`config.mk`:
```
export PLATFORM = sky130hd
export DESIGN_NAME = ddc_top
export DESIGN_NICKNAME = d
export VERILOG_FILES = /design/src/verilog/ddc_pkg.sv /design/src/verilog/ddc_conv_if.sv /design/src/verilog/ddc_top.sv /design/src/verilog/ddc_channel.sv
export SDC_FILE = /design/constraint.sdc
export NUM_CORES = 1
export LEC_CHECK = 0
export BUFFER_PORTS_ARGS = -buffer_cell sky130_fd_sc_hd__buf_4
export CORE_UTILIZATION = 24
export CTS_CLUSTER_SIZE = 28
export DETAILED_ROUTE_END_ITERATION = 7
export PLACE_DENSITY_LB_ADDON = 0.1
export SYNTH_ARGS = -nofsm -noshare
export SYNTH_HDL_FRONTEND = slang
export SYNTH_SLANG_ARGS = --single-unit
```
`constraint.sdc`:
```
create_clock -name mclk -period 3.1 [get_ports mclk]
set_clock_uncertainty 0.15 [all_clocks]
set_input_delay 0.465 -clock mclk [delete_from_list [all_inputs] [get_ports mclk]]
set_output_delay 0.465 -clock mclk [all_outputs]
set_load 0.005 [all_outputs]
```
`src/verilog/ddc_pkg.sv`:
```
// package: register map and reset values of the dual converter control
package ddc_pkg;

  localparam logic [15:0] ddc_addr_code0 = 16'hffa8;
  localparam logic [15:0] ddc_addr_code1 = 16'hffa9;
  localparam logic [15:0] ddc_addr_control = 16'hffaa;

  localparam logic [7:0] ddc_code_reset = 8'h00;
  localparam logic [7:0] ddc_control_reset = 8'h1f;
  localparam logic [7:0] ddc_control_fixed_ones = 8'h1f;
  localparam logic [7:0] ddc_unmapped_read = 8'h00;

  localparam int ddc_bit_oe1 = 7;
  localparam int ddc_bit_oe0 = 6;
  localparam int ddc_bit_common = 5;

  localparam int ddc_code_count = 2;

endpackage : ddc_pkg

```
`src/verilog/ddc_conv_if.sv`:
```
// interface: per-channel drive to the analog converter slices
`timescale 1ns/1ps
interface ddc_conv_if;
  logic convert_enable;
  logic pin_drive;
  logic [7:0] code;
  logic restart;

  modport ctrl (
    output convert_enable,
    output pin_drive,
    output code,
    output restart
  );
  modport slice (
    input convert_enable,
    input pin_drive,
    input code,
    input restart
  );
endinterface : ddc_conv_if

```
`src/verilog/ddc_top.sv`:
```
// module: register file and enable decode of the dual converter control
// Behaviour
// - two 8-bit code registers, cleared at reset
// - control register resets and standby to 0x1f
// - low five control bits ignore writes, read one
// - bit 7 enables channel 1 convert and drive
// - bit 6 enables channel 0 convert and drive
// - bit 5 selects joint conversion control
// - conversion enable decode per table
// - pin drive follows own enable only
// - common enable keeps analog powered
// - data write restarts conversion of an enabled channel two clocks after the write
// - code passed unchanged to converter
// - output held until new code or standby
// - disabled channel pin becomes input
// - codes at ffa8, ffa9; control at ffaa
//
// The implementer's own choice: the strobed register port.
`timescale 1ns/1ps
module ddc_top (
  input wire logic mclk,
  input wire logic rst,
  input wire logic standby,
  input wire logic adc_start_bit,
  input wire logic [15:0] addr,
  input wire logic [7:0] wdata,
  input wire logic wr,
  input wire logic rd,
  output logic [7:0] rdata,
  output logic [7:0] analog_out0_pin_code,
  output logic [7:0] analog_out1_pin_code,
  output logic analog_out0_pin_strobe,
  output logic analog_out1_pin_strobe,
  output logic analog_out0_pin_active,
  output logic analog_out1_pin_active,
  output logic analog_out0_pin_oe,
  output logic analog_out1_pin_oe,
  output logic analog_power_on
);

  logic [7:0] code_reg [ddc_pkg::ddc_code_count];
  logic [2:0] control_reg;
  logic [7:0] control_view;
  logic [1:0] code_write;
  logic channel1_output_enable;
  logic channel0_output_enable;
  logic common_convert_enable;
  logic [1:0] convert_en;
  logic [1:0] drive_en;
  logic [7:0] ch_code [ddc_pkg::ddc_code_count];
  logic [1:0] ch_strobe;
  logic [1:0] ch_active;
  logic [1:0] ch_oe;

  // ----------------------------------------
  // address decode
  // ----------------------------------------
  // byte addresses
  assign code_write[0] = wr && (addr == ddc_pkg::ddc_addr_code0);
  assign code_write[1] = wr && (addr == ddc_pkg::ddc_addr_code1);

  // ----------------------------------------
  // code registers
  // ----------------------------------------
  genvar gi;
  generate
    for (gi = 0; gi < ddc_pkg::ddc_code_count; gi++) begin : g_code
      always_ff @(posedge mclk or posedge rst) begin
        if (rst) begin
          code_reg[gi] <= ddc_pkg::ddc_code_reset;
        end else if (standby) begin
          code_reg[gi] <= ddc_pkg::ddc_code_reset;
        end else if (code_write[gi]) begin
          code_reg[gi] <= wdata;
        end
      end
    end
  endgenerate

  // ----------------------------------------
  // control register
  // ----------------------------------------
  // control reset
  always_ff @(posedge mclk or posedge rst) begin
    if (rst) begin
      control_reg <= ddc_pkg::ddc_control_reset[7:5];
    end else if (standby) begin
      control_reg <= ddc_pkg::ddc_control_reset[7:5];
    end else if (wr && (addr == ddc_pkg::ddc_addr_control)) begin
      control_reg <= wdata[7:5];
    end
  end

  assign control_view = {control_reg, ddc_pkg::ddc_control_fixed_ones[4:0]};

  assign channel1_output_enable = control_view[ddc_pkg::ddc_bit_oe1];
  assign channel0_output_enable = control_view[ddc_pkg::ddc_bit_oe0];
  assign common_convert_enable = control_view[ddc_pkg::ddc_bit_common];

  // ----------------------------------------
  // enable decode
  // ----------------------------------------
  // conversion table
  always_comb begin
    convert_en[0] = channel0_output_enable ||
                    (common_convert_enable && channel1_output_enable);
    convert_en[1] = channel1_output_enable ||
                    (common_convert_enable && channel0_output_enable);
  end

  assign drive_en = {channel1_output_enable, channel0_output_enable};

  always_ff @(posedge mclk or posedge rst) begin
    if (rst) begin
      analog_power_on <= 1'b0;
    end else begin
      analog_power_on <= ~standby & (common_convert_enable | adc_start_bit |
                         channel0_output_enable | channel1_output_enable);
    end
  end

  // ----------------------------------------
  // register read
  // ----------------------------------------
  always_ff @(posedge mclk or posedge rst) begin
    if (rst) begin
      rdata <= ddc_pkg::ddc_unmapped_read;
    end else if (rd) begin
      unique case (addr)
        ddc_pkg::ddc_addr_code0: begin
          rdata <= code_reg[0];
        end
        ddc_pkg::ddc_addr_code1: begin
          rdata <= code_reg[1];
        end
        ddc_pkg::ddc_addr_control: begin
          rdata <= control_view;
        end
        default: begin
          rdata <= ddc_pkg::ddc_unmapped_read;
        end
      endcase
    end else begin
      rdata <= ddc_pkg::ddc_unmapped_read;
    end
  end

  // ----------------------------------------
  // channel slices
  // ----------------------------------------
  generate
    for (gi = 0; gi < ddc_pkg::ddc_code_count; gi++) begin : g_ch
      ddc_conv_if conv ();
      assign conv.convert_enable = convert_en[gi];
      assign conv.pin_drive = drive_en[gi];
      assign conv.code = code_reg[gi];
      assign conv.restart = code_write[gi];
      ddc_channel u_ch (
        .mclk(mclk),
        .rst(rst),
        .standby(standby),
        .conv(conv),
        .analog_code(ch_code[gi]),
        .analog_strobe(ch_strobe[gi]),
        .analog_active(ch_active[gi]),
        .analog_pin_oe(ch_oe[gi])
      );
    end
  endgenerate

  assign analog_out0_pin_oe = ch_oe[0];
  assign analog_out1_pin_oe = ch_oe[1];
  assign analog_out0_pin_code = ch_code[0];
  assign analog_out1_pin_code = ch_code[1];
  assign analog_out0_pin_strobe = ch_strobe[0];
  assign analog_out1_pin_strobe = ch_strobe[1];
  assign analog_out0_pin_active = ch_active[0];
  assign analog_out1_pin_active = ch_active[1];

endmodule : ddc_top

```
`src/verilog/ddc_channel.sv`:
```
// module: one converter channel output stage
`timescale 1ns/1ps
module ddc_channel (
  input wire logic mclk,
  input wire logic rst,
  input wire logic standby,
  ddc_conv_if.slice conv,
  output logic [7:0] analog_code,
  output logic analog_strobe,
  output logic analog_active,
  output logic analog_pin_oe
);

  logic restart_reg;

  // ----------------------------------------
  // converter code and restart
  // ----------------------------------------
  // code unchanged
  always_ff @(posedge mclk or posedge rst) begin
    if (rst) begin
      analog_code <= ddc_pkg::ddc_code_reset;
    end else if (standby) begin
      analog_code <= ddc_pkg::ddc_code_reset;
    end else begin
      analog_code <= conv.code;
    end
  end

  always_ff @(posedge mclk or posedge rst) begin
    if (rst) begin
      restart_reg <= 1'b0;
    end else begin
      restart_reg <= conv.restart & conv.convert_enable & ~standby;
    end
  end

  // strobe lines up with the new code, not the old one
  always_ff @(posedge mclk or posedge rst) begin
    if (rst) begin
      analog_strobe <= 1'b0;
    end else begin
      analog_strobe <= restart_reg & ~standby;
    end
  end

  always_ff @(posedge mclk or posedge rst) begin
    if (rst) begin
      analog_active <= 1'b0;
    end else begin
      analog_active <= conv.convert_enable & ~standby;
    end
  end

  // ----------------------------------------
  // pin drive
  // ----------------------------------------
  // release pin
  always_ff @(posedge mclk or posedge rst) begin
    if (rst) begin
      analog_pin_oe <= 1'b0;
    end else begin
      analog_pin_oe <= conv.pin_drive & ~standby;
    end
  end

endmodule : ddc_channel

```
### Word level (Yosys, flattened, before mapping)

Cells that the tools add are included.

| operators by class | value |
|---|---|
| eq/ne operators | 3 |
| multiplexer cells | 10 |
| bitwise gates (word level) | 15 |
| reduce and logical (&&, ||, !) cells | 10 |

Operator list:

| cell | count |
|---|---|
| $mux W8 | 7 |
| $eq A16 B16 Y1 const B | 3 |
| $pmux W8 S3 | 1 |
| $and A1 B1 Y1 | 11 |
| $mux W3 | 2 |
| $reduce_bool A2 Y1 | 3 |
| $logic_and A1 B1 Y1 | 5 |
| $or A1 B1 Y1 | 3 |
| $logic_or A1 B1 Y1 | 2 |
| $not A1 Y1 | 1 |

| storage, ports and cells | value |
|---|---|
| flip-flop bits (word level) | 52 |
| input port bits | 30 |
| output and inout bits | 31 |
| word-level logic and storage cells | 53 |

### Longest topological paths before layout

Gate-level depths: netlist (run 1).

| depth | value |
|---|---|
| depth in word-level cells | 4 |
| mapped depth | 6 |
| depth with buffers taken out | 4 |

### By module

Synthesis (run 1) repeated with hierarchy kept, for this count alone.

| unflattened totals | value |
|---|---|
| cell total of the unflattened synthesis | 198 |
| area total of the unflattened synthesis | 2308.5 sq um |

Modules (own cells, without submodules):

| module | times used | cells an instance | area each (sq um) | sequential area each (sq um) |
|---|---|---|---|---|
| ddc_top | 1 | 146 | 1445.1 | 700.7 |
| ddc_channel | 2 | 26 | 431.7 | 300.3 |

### Least setup slack after synthesis (run 1)

OpenSTA, ideal clock, no wires.

| path | value |
|---|---|
| kind | input to register |
| start | input addr[4] |
| end | register code_reg (netlist bit g_ch[0].conv.code[5]) |
| arrival time | 1.854 ns |
| setup slack | 1.020 ns |
| stages on the path | 6 |
| path buffers | 2 |
| cells stage by stage | nand4bb_4 or4_4 buf_6 or3_1 buf_6 o21ai_1 |

| between the ends | value |
|---|---|
| cells in the longest elaborated chain, start to end | 3 |

Ends and longest elaborated chain:

| element | RTL line | source |
|---|---|---|
| start, declared | ddc_top.sv:25 | `input wire logic [15:0] addr,` |
| $eq A16 B16 Y1 | ddc_top.sv:59 | `assign code_write[0] = wr && (addr == ddc_pkg::ddc_addr_code0);` |
| $logic_and A1 B1 Y1 | ddc_top.sv:59 |  |
| $reduce_bool A2 Y1 (no line) | -- |  |
| end signal, assigned by index | ddc_top.sv:70 | `code_reg[gi] <= ddc_pkg::ddc_code_reset;` |
| end signal, assigned by index | ddc_top.sv:72 | `code_reg[gi] <= ddc_pkg::ddc_code_reset;` |
| end signal, assigned by index | ddc_top.sv:74 | `code_reg[gi] <= wdata;` |
| end, declared | ddc_top.sv:41 | `logic [7:0] code_reg [ddc_pkg::ddc_code_count];` |

Every way passes these cells.
A chain may end at the register's enable or synchronous reset.

### Final worst setup path (run 1)

| path | value |
|---|---|
| start | input addr[4] |
| end | register code_reg (netlist bit g_ch[0].conv.code[0]) |

Same word-level chain as after synthesis.

==> metrics.txt, run 1 <==
clock edge transition at the registers on the reported setup and hold paths 0.10 ns; headroom to the max-slew limit 59.0%; clock net sink count 52; number of levels the H-tree was split into 2; max-capacitance violation count 0; layout cells sized above 1 30.0%; proportion of power drawn by combinational gates 7.2%; Critical Path End Type flop; Die Footprint 9070 µm²; post-synthesis sequential area ratio 62.4%; required time of the critical path 3.18 ns; number of remaining DRC errors 0; CTS tree yes; class of the tightest hold or removal check in -> async; share of the synthesized area in the top cell type 62.4%; vertical extent of the die 95.3 µm; row count 33; post-detailed-placement cell area 2630 µm²; number of enable flip-flop cells after synthesis 0; number of buffers inserted during clock tree synthesis 5; pin count of the biggest net entering global routing 35; Critical R2R Launch control_reg[1]; count of final max-slew check failures 0; Critical Path Start addr[4]; FFs w/ async S/R, synth 100%; top area cells in the synthesized netlist dfrtp_1, nor2b_1, nand2b_1; P_sw 269 µW; final setup violation count 0; total of flip-flops plus latches after synthesis 52; internal power 893 µW; prevailing post-synth register cell dfrtp_1; remaining number of nets flagged by the antenna check after routing 0; RD Place Congestion 0.750; crit path cell chain buf_4 > nand4bb_4 > or4_4 > or3_1 > o21ai_1; number of hold violations in the final report 18; detailed placer's ending HPWL 3540 µm; CP bufs+invs 1; transition time of the tightest slew-check pin 0.610 ns; initial DRC count 49; tightest hold margin -0.0177 ns; final worst setup slack 1.04 ns; setup repair after global routing missed its margin false; Post CTS Setup Buffer Count 0; minimum clock period 2.06 ns; mapped cell area 2090 µm²; critical-path cell with the highest stage delay or4_4; Max Freq 0.484 GHz; post-route cell area 2720 µm²; total number of yosys warnings 0; number of buffers on the longest clock path 2; routed wirelength normalized by instance count 15.3 µm; cell at the root of the clock tree clkbuf_8; Avg Cell Area, Syn 11.4 µm²; power share of the sequential group 58.4%; cell with the most instances after synthesis dfrtp_1; signed area change from the synthesized netlist to the final layout 30.5%; Detailed Route WL 5340 µm; pre-CTS setup slack 0.721 ns; filler instances 850; largest fanout of any net on the critical path 18; wire length of the first global-routing pass 8250 µm; vias post-DR 1527; count of input and output buffers 60; Post-Synthesis Net Count 213; Final Non-Filler Cells 348; Inst Count DP 340; Core Util, Final 32.8%; static leakage 0.00132 µW; Clock Power Share 34.3%; CP arrival 2.14 ns; fin nets 272; width of the die 95.3 µm; Sw Share 23.1%; n_diodes 0; Cells after Synth 183; drt via density 4.39; CTS-repair resized insts 0; Worst-Skew Late Latency 0.30 ns; antenna violations before repair 0; Yosys cell types 27; number of global-route vias before repair 1548; setup TNS 0 ns; overflow left after global routing 0; Worst Path Class, Setup in -> reg; Core Footprint 8300 µm²; number of primary I/O pins 61; Top Family by Delay on Critical Path simple AND/OR/NAND/NOR gates; Peak VDD IR 0.167 mV; P per Cell Area 427 nW/µm²; effective utilization at floorplan 25.1%; Slowest Stage Delay on Critical Path 0.63 ns; top cells by instance count after synthesis dfrtp_1, nor2b_1, o21ai_0; outcome finished with violations; cts hold-fix bufs 0; total global-route track usage 12.5%; post-synthesis cell type with the largest combined area dfrtp_1; fin crit share 66.6%; startpoint class of the critical path input port; detailed-routing iteration count for the pre-antenna-repair pass 6; violated checks hold timing
[cells in the final DEF (no fill, tap or decap)]
| master | count |
|---|---|
| and4_1 | 1 |
| nor4_1 | 3 |
| buf_4 | 62 |
| nand4_1 | 2 |
| nand4bb_4 | 1 |
| nand2_1 | 6 |
| nand3_1 | 1 |
| nor2_1 | 14 |
| or3_1 | 1 |
| o21ai_1 | 8 |
| or4_4 | 1 |
| inv_2 | 1 |
| o31ai_1 | 8 |
| clkinv_2 | 2 |
| nand2b_1 | 14 |
| and4b_1 | 1 |
| a211oi_1 | 3 |
| nor3b_1 | 1 |
| nor3_1 | 3 |
| clkbuf_8 | 6 |
| nand3b_1 | 1 |
| mux2i_1 | 6 |
| a21oi_1 | 5 |
| inv_1 | 2 |
| nand4b_1 | 1 |
| o21ai_0 | 16 |
| dfrtp_1 | 52 |
| nor2b_1 | 21 |
[kinds of logic after synthesis]
logic type      after synthesis  share of synthesized area (%)
buf+inv                      13                           3.12
flops                        52                           62.4
compound gates               40                           10.9
mux                           6                           2.88
simple gates                 72                           20.7
[final cells by class]
cell class,count,area (µm²),area share [%]
multi-input combinational,118,721,26.5
sequential,52,1300,47.8
clock buffer,6,82.6,3.03
tap,105,131,4.83
inverter,3,11.3,0.414
timing repair buffer,62,465,17.1
clock inverter,2,10.0,0.368
[power by group through the flow]
stage / Combinational, µW / Clock (µW) / Sequential [µW]
after floorplan: 37.0 / 0 / 692
after global placement: 86.4 / 0 / 692
after detailed placement: 86.9 / 0 / 692
after CTS: 86.9 / 419 / 679
after global routing: 93.4 / 443 / 679
final: 84.2 / 399 / 678
[per-stage QoR]
step | hold WS [ns] | power, µW
after floorplan | 0.289 | 729
after global placement | 0.308 | 778
after detailed placement | 0.308 | 779
after CTS | 0.00241 | 1180
after global routing | 0.0173 | 1220
final | -0.0177 | 1160
[worst paths after layout]
check | to | slack, ns | cells after the start
worst max-delay path | g_ch[0].conv.code[0] | 1.04 | 5
worst min-delay path | g_ch[1].u_ch.analog_active | -0.02 | 2
worst max register to register | g_ch[1].u_ch.restart_reg | 1.88 | 4
worst min register to register | g_ch[1].u_ch.analog_strobe | 0.32 | 1
max in group asynchronous | g_ch[0].u_ch.analog_code[0] | 2.03 | 3
min in group mclk | analog_power_on | 0.24 | 3
[metal layers]
metal	global-route usage, %	routed length (µm)	part of all wire (%)
met5	0	0	0
met3	3.35	257	4.8
met1	17.3	2660	50
met2	19.0	2370	44
met4	3.79	46	0.86
No activity file was read; power rests on OpenSTA's default activity.
==> inputs of run 2 (changes only) <==
Clock period 3.1 ns to 2.15 ns, I/O delays scaled along.
==> metrics.txt, run 2 (synthesized netlist as in run 1, its figures left out) <==
Max Freq 0.582 GHz; required time of the critical path 2.23 ns (-0.95 ns); number of hold violations in the final report 0 (-18); most common cell after layout, fill and taps aside buf_4; Final Non-Filler Cells 351 (+0.86%); routed wirelength normalized by instance count 14.6 µm (-5.0%); Inst Count DP 342 (+0.59%); class of the tightest hold or removal check in -> reg; RD Place Congestion 0.731 (-2.6%); initial DRC count 53 (+8.2%); overflow left after global routing 0 (unchanged); final setup violation count 0 (unchanged); Core Footprint 8300 µm² (unchanged); number of remaining DRC errors 0 (unchanged); post-route cell area 2790 µm² (+2.6%); total global-route track usage 12.2% (-0.27 points); most used cells in the layout excluding fill and tap cells buf_4, dfrtp_1, nor2b_1; pre-CTS setup slack 0.112 ns (-0.610 ns); setup TNS 0 ns (unchanged); detailed-routing iteration count for the pre-antenna-repair pass 4 (-2); row count 33 (unchanged); P per Cell Area 655 nW/µm² (+54%); CTS-repair resized insts 0 (unchanged); headroom to the max-slew limit 73.3% (+14 points); Worst Path Class, Setup in -> reg; width of the die 95.3 µm (unchanged); tightest hold margin 0.0998 ns (+0.117 ns); layout cells sized above 1 30.5% (+0.45 points); number of global-route vias before repair 1522 (-1.7%); setup repair after global routing missed its margin false; Detailed Route WL 5110 µm (-4.2%); number of buffers inserted during clock tree synthesis 5 (unchanged); Critical Path End Type flop; number of primary I/O pins 61 (unchanged); final worst setup slack 0.430 ns (-0.605 ns); clock net sink count 52 (unchanged); largest fanout of any net on the critical path 8 (-10); number of buffers on the longest clock path 2 (unchanged); effective utilization at floorplan 25.1% (unchanged); fin crit share 80.0%; n_diodes 0 (unchanged); pin count of the biggest net entering global routing 53 (+51%); vias post-DR 1549 (+1.4%); static leakage 0.00135 µW (+2.4%); vertical extent of the die 95.3 µm (unchanged); detailed placer's ending HPWL 3410 µm (-3.8%); filler instances 861 (+1.3%); remaining number of nets flagged by the antenna check after routing 0 (unchanged); wire length of the first global-routing pass 8170 µm (-1.0%); startpoint class of the critical path input port; minimum clock period 1.72 ns; transition time of the tightest slew-check pin 0.399 ns (-0.210 ns); CP arrival 1.80 ns (-0.34 ns); CTS tree yes; max-capacitance violation count 0 (unchanged); number of levels the H-tree was split into 2 (unchanged); drt via density 4.41 (+0.57%); post-detailed-placement cell area 2660 µm² (+1.0%); Die Footprint 9070 µm² (unchanged); Peak VDD IR 0.234 mV (+40%); clock edge transition at the registers on the reported setup and hold paths 0.09 ns (about the same); outcome completed; cell at the root of the clock tree clkbuf_8; Worst-Skew Late Latency 0.30 ns (about the same); signed area change from the synthesized netlist to the final layout 33.9%; fin nets 275 (+1.1%); antenna violations before repair 0 (unchanged); count of input and output buffers 60 (unchanged); count of final max-slew check failures 0 (unchanged)
==> run 2: metrics by stage <==
stage / util (%) / total power, µW
after CTS: 33.7 / 1860
after detailed placement: 32.0 / 1120
after global placement: 32.0 / 1120
after global routing: 33.7 / 1900
after floorplan: - / 1050
final: 33.7 / 1830
==> run 2: final cells by class <==
cell class | count | area [µm²] | area share [%]
repair buffers | 65 | 503 | 18.0
flip-flops and latches | 52 | 1300 | 46.6
inverters | 3 | 11.3 | 0.403
clock inverters | 1 | 30.0 | 1.07
multi-input cells | 118 | 721 | 25.8
well taps | 105 | 131 | 4.70
clock buffers | 7 | 96.3 | 3.45
==> run 2: metal layers <==
| metal | wire (µm) | up-vias | share of wire (%) | track usage [%] |
|---|---|---|---|---|
| met4 | 60 | 0 | 1.2 | 3.79 |
| met1 | 2550 | 738 | 50 | 17.9 |
| li1 | - | 758 | - | - |
| met5 | 0 | - | 0 | 0 |
| met2 | 2220 | 49 | 43 | 17.9 |
| met3 | 283 | 4 | 5.5 | 2.71 |
==> run 2: what timing repair did <==
item | in CTS | in global routing
hold buffers | 1 | 0
buffers inserted | 0 | 0
endpoints found under the hold margin | 52 | 0
==> run 2: power breakdown <==
| group | internal [µW] | switching [µW] | total, µW |
|---|---|---|---|
| clock | 411 | 316 | 727 |
| combinational | 55.2 | 69.8 | 125 |
| sequential | 978 | 0.201 | 978 |
==> run 2: final timing paths <==
| path | start | endpoint | slack (ns) | depth (start not counted) |
|---|---|---|---|---|
| worst max-delay path | addr[4] | g_ch[0].conv.code[0] | 0.43 | 5 |
| worst min-delay path | adc_start_bit | analog_power_on | 0.1 | 3 |
| worst max register to register | control_reg[1] | g_ch[1].u_ch.restart_reg | 0.96 | 4 |
| worst min register to register | g_ch[0].u_ch.restart_reg | g_ch[0].u_ch.analog_strobe | 0.33 | 1 |
| max in group asynchronous | rst | g_ch[0].u_ch.analog_code[6] | 1.13 | 4 |
| min in group asynchronous | rst | g_ch[0].u_ch.analog_pin_oe | 0.47 | 4 |
==> run 2: critical path, stage by stage <==
cell	delay, ns
buf_4	0.11
nand4bb_4	0.22
or4_4	0.50
or3_1	0.47
o21ai_1	0.18
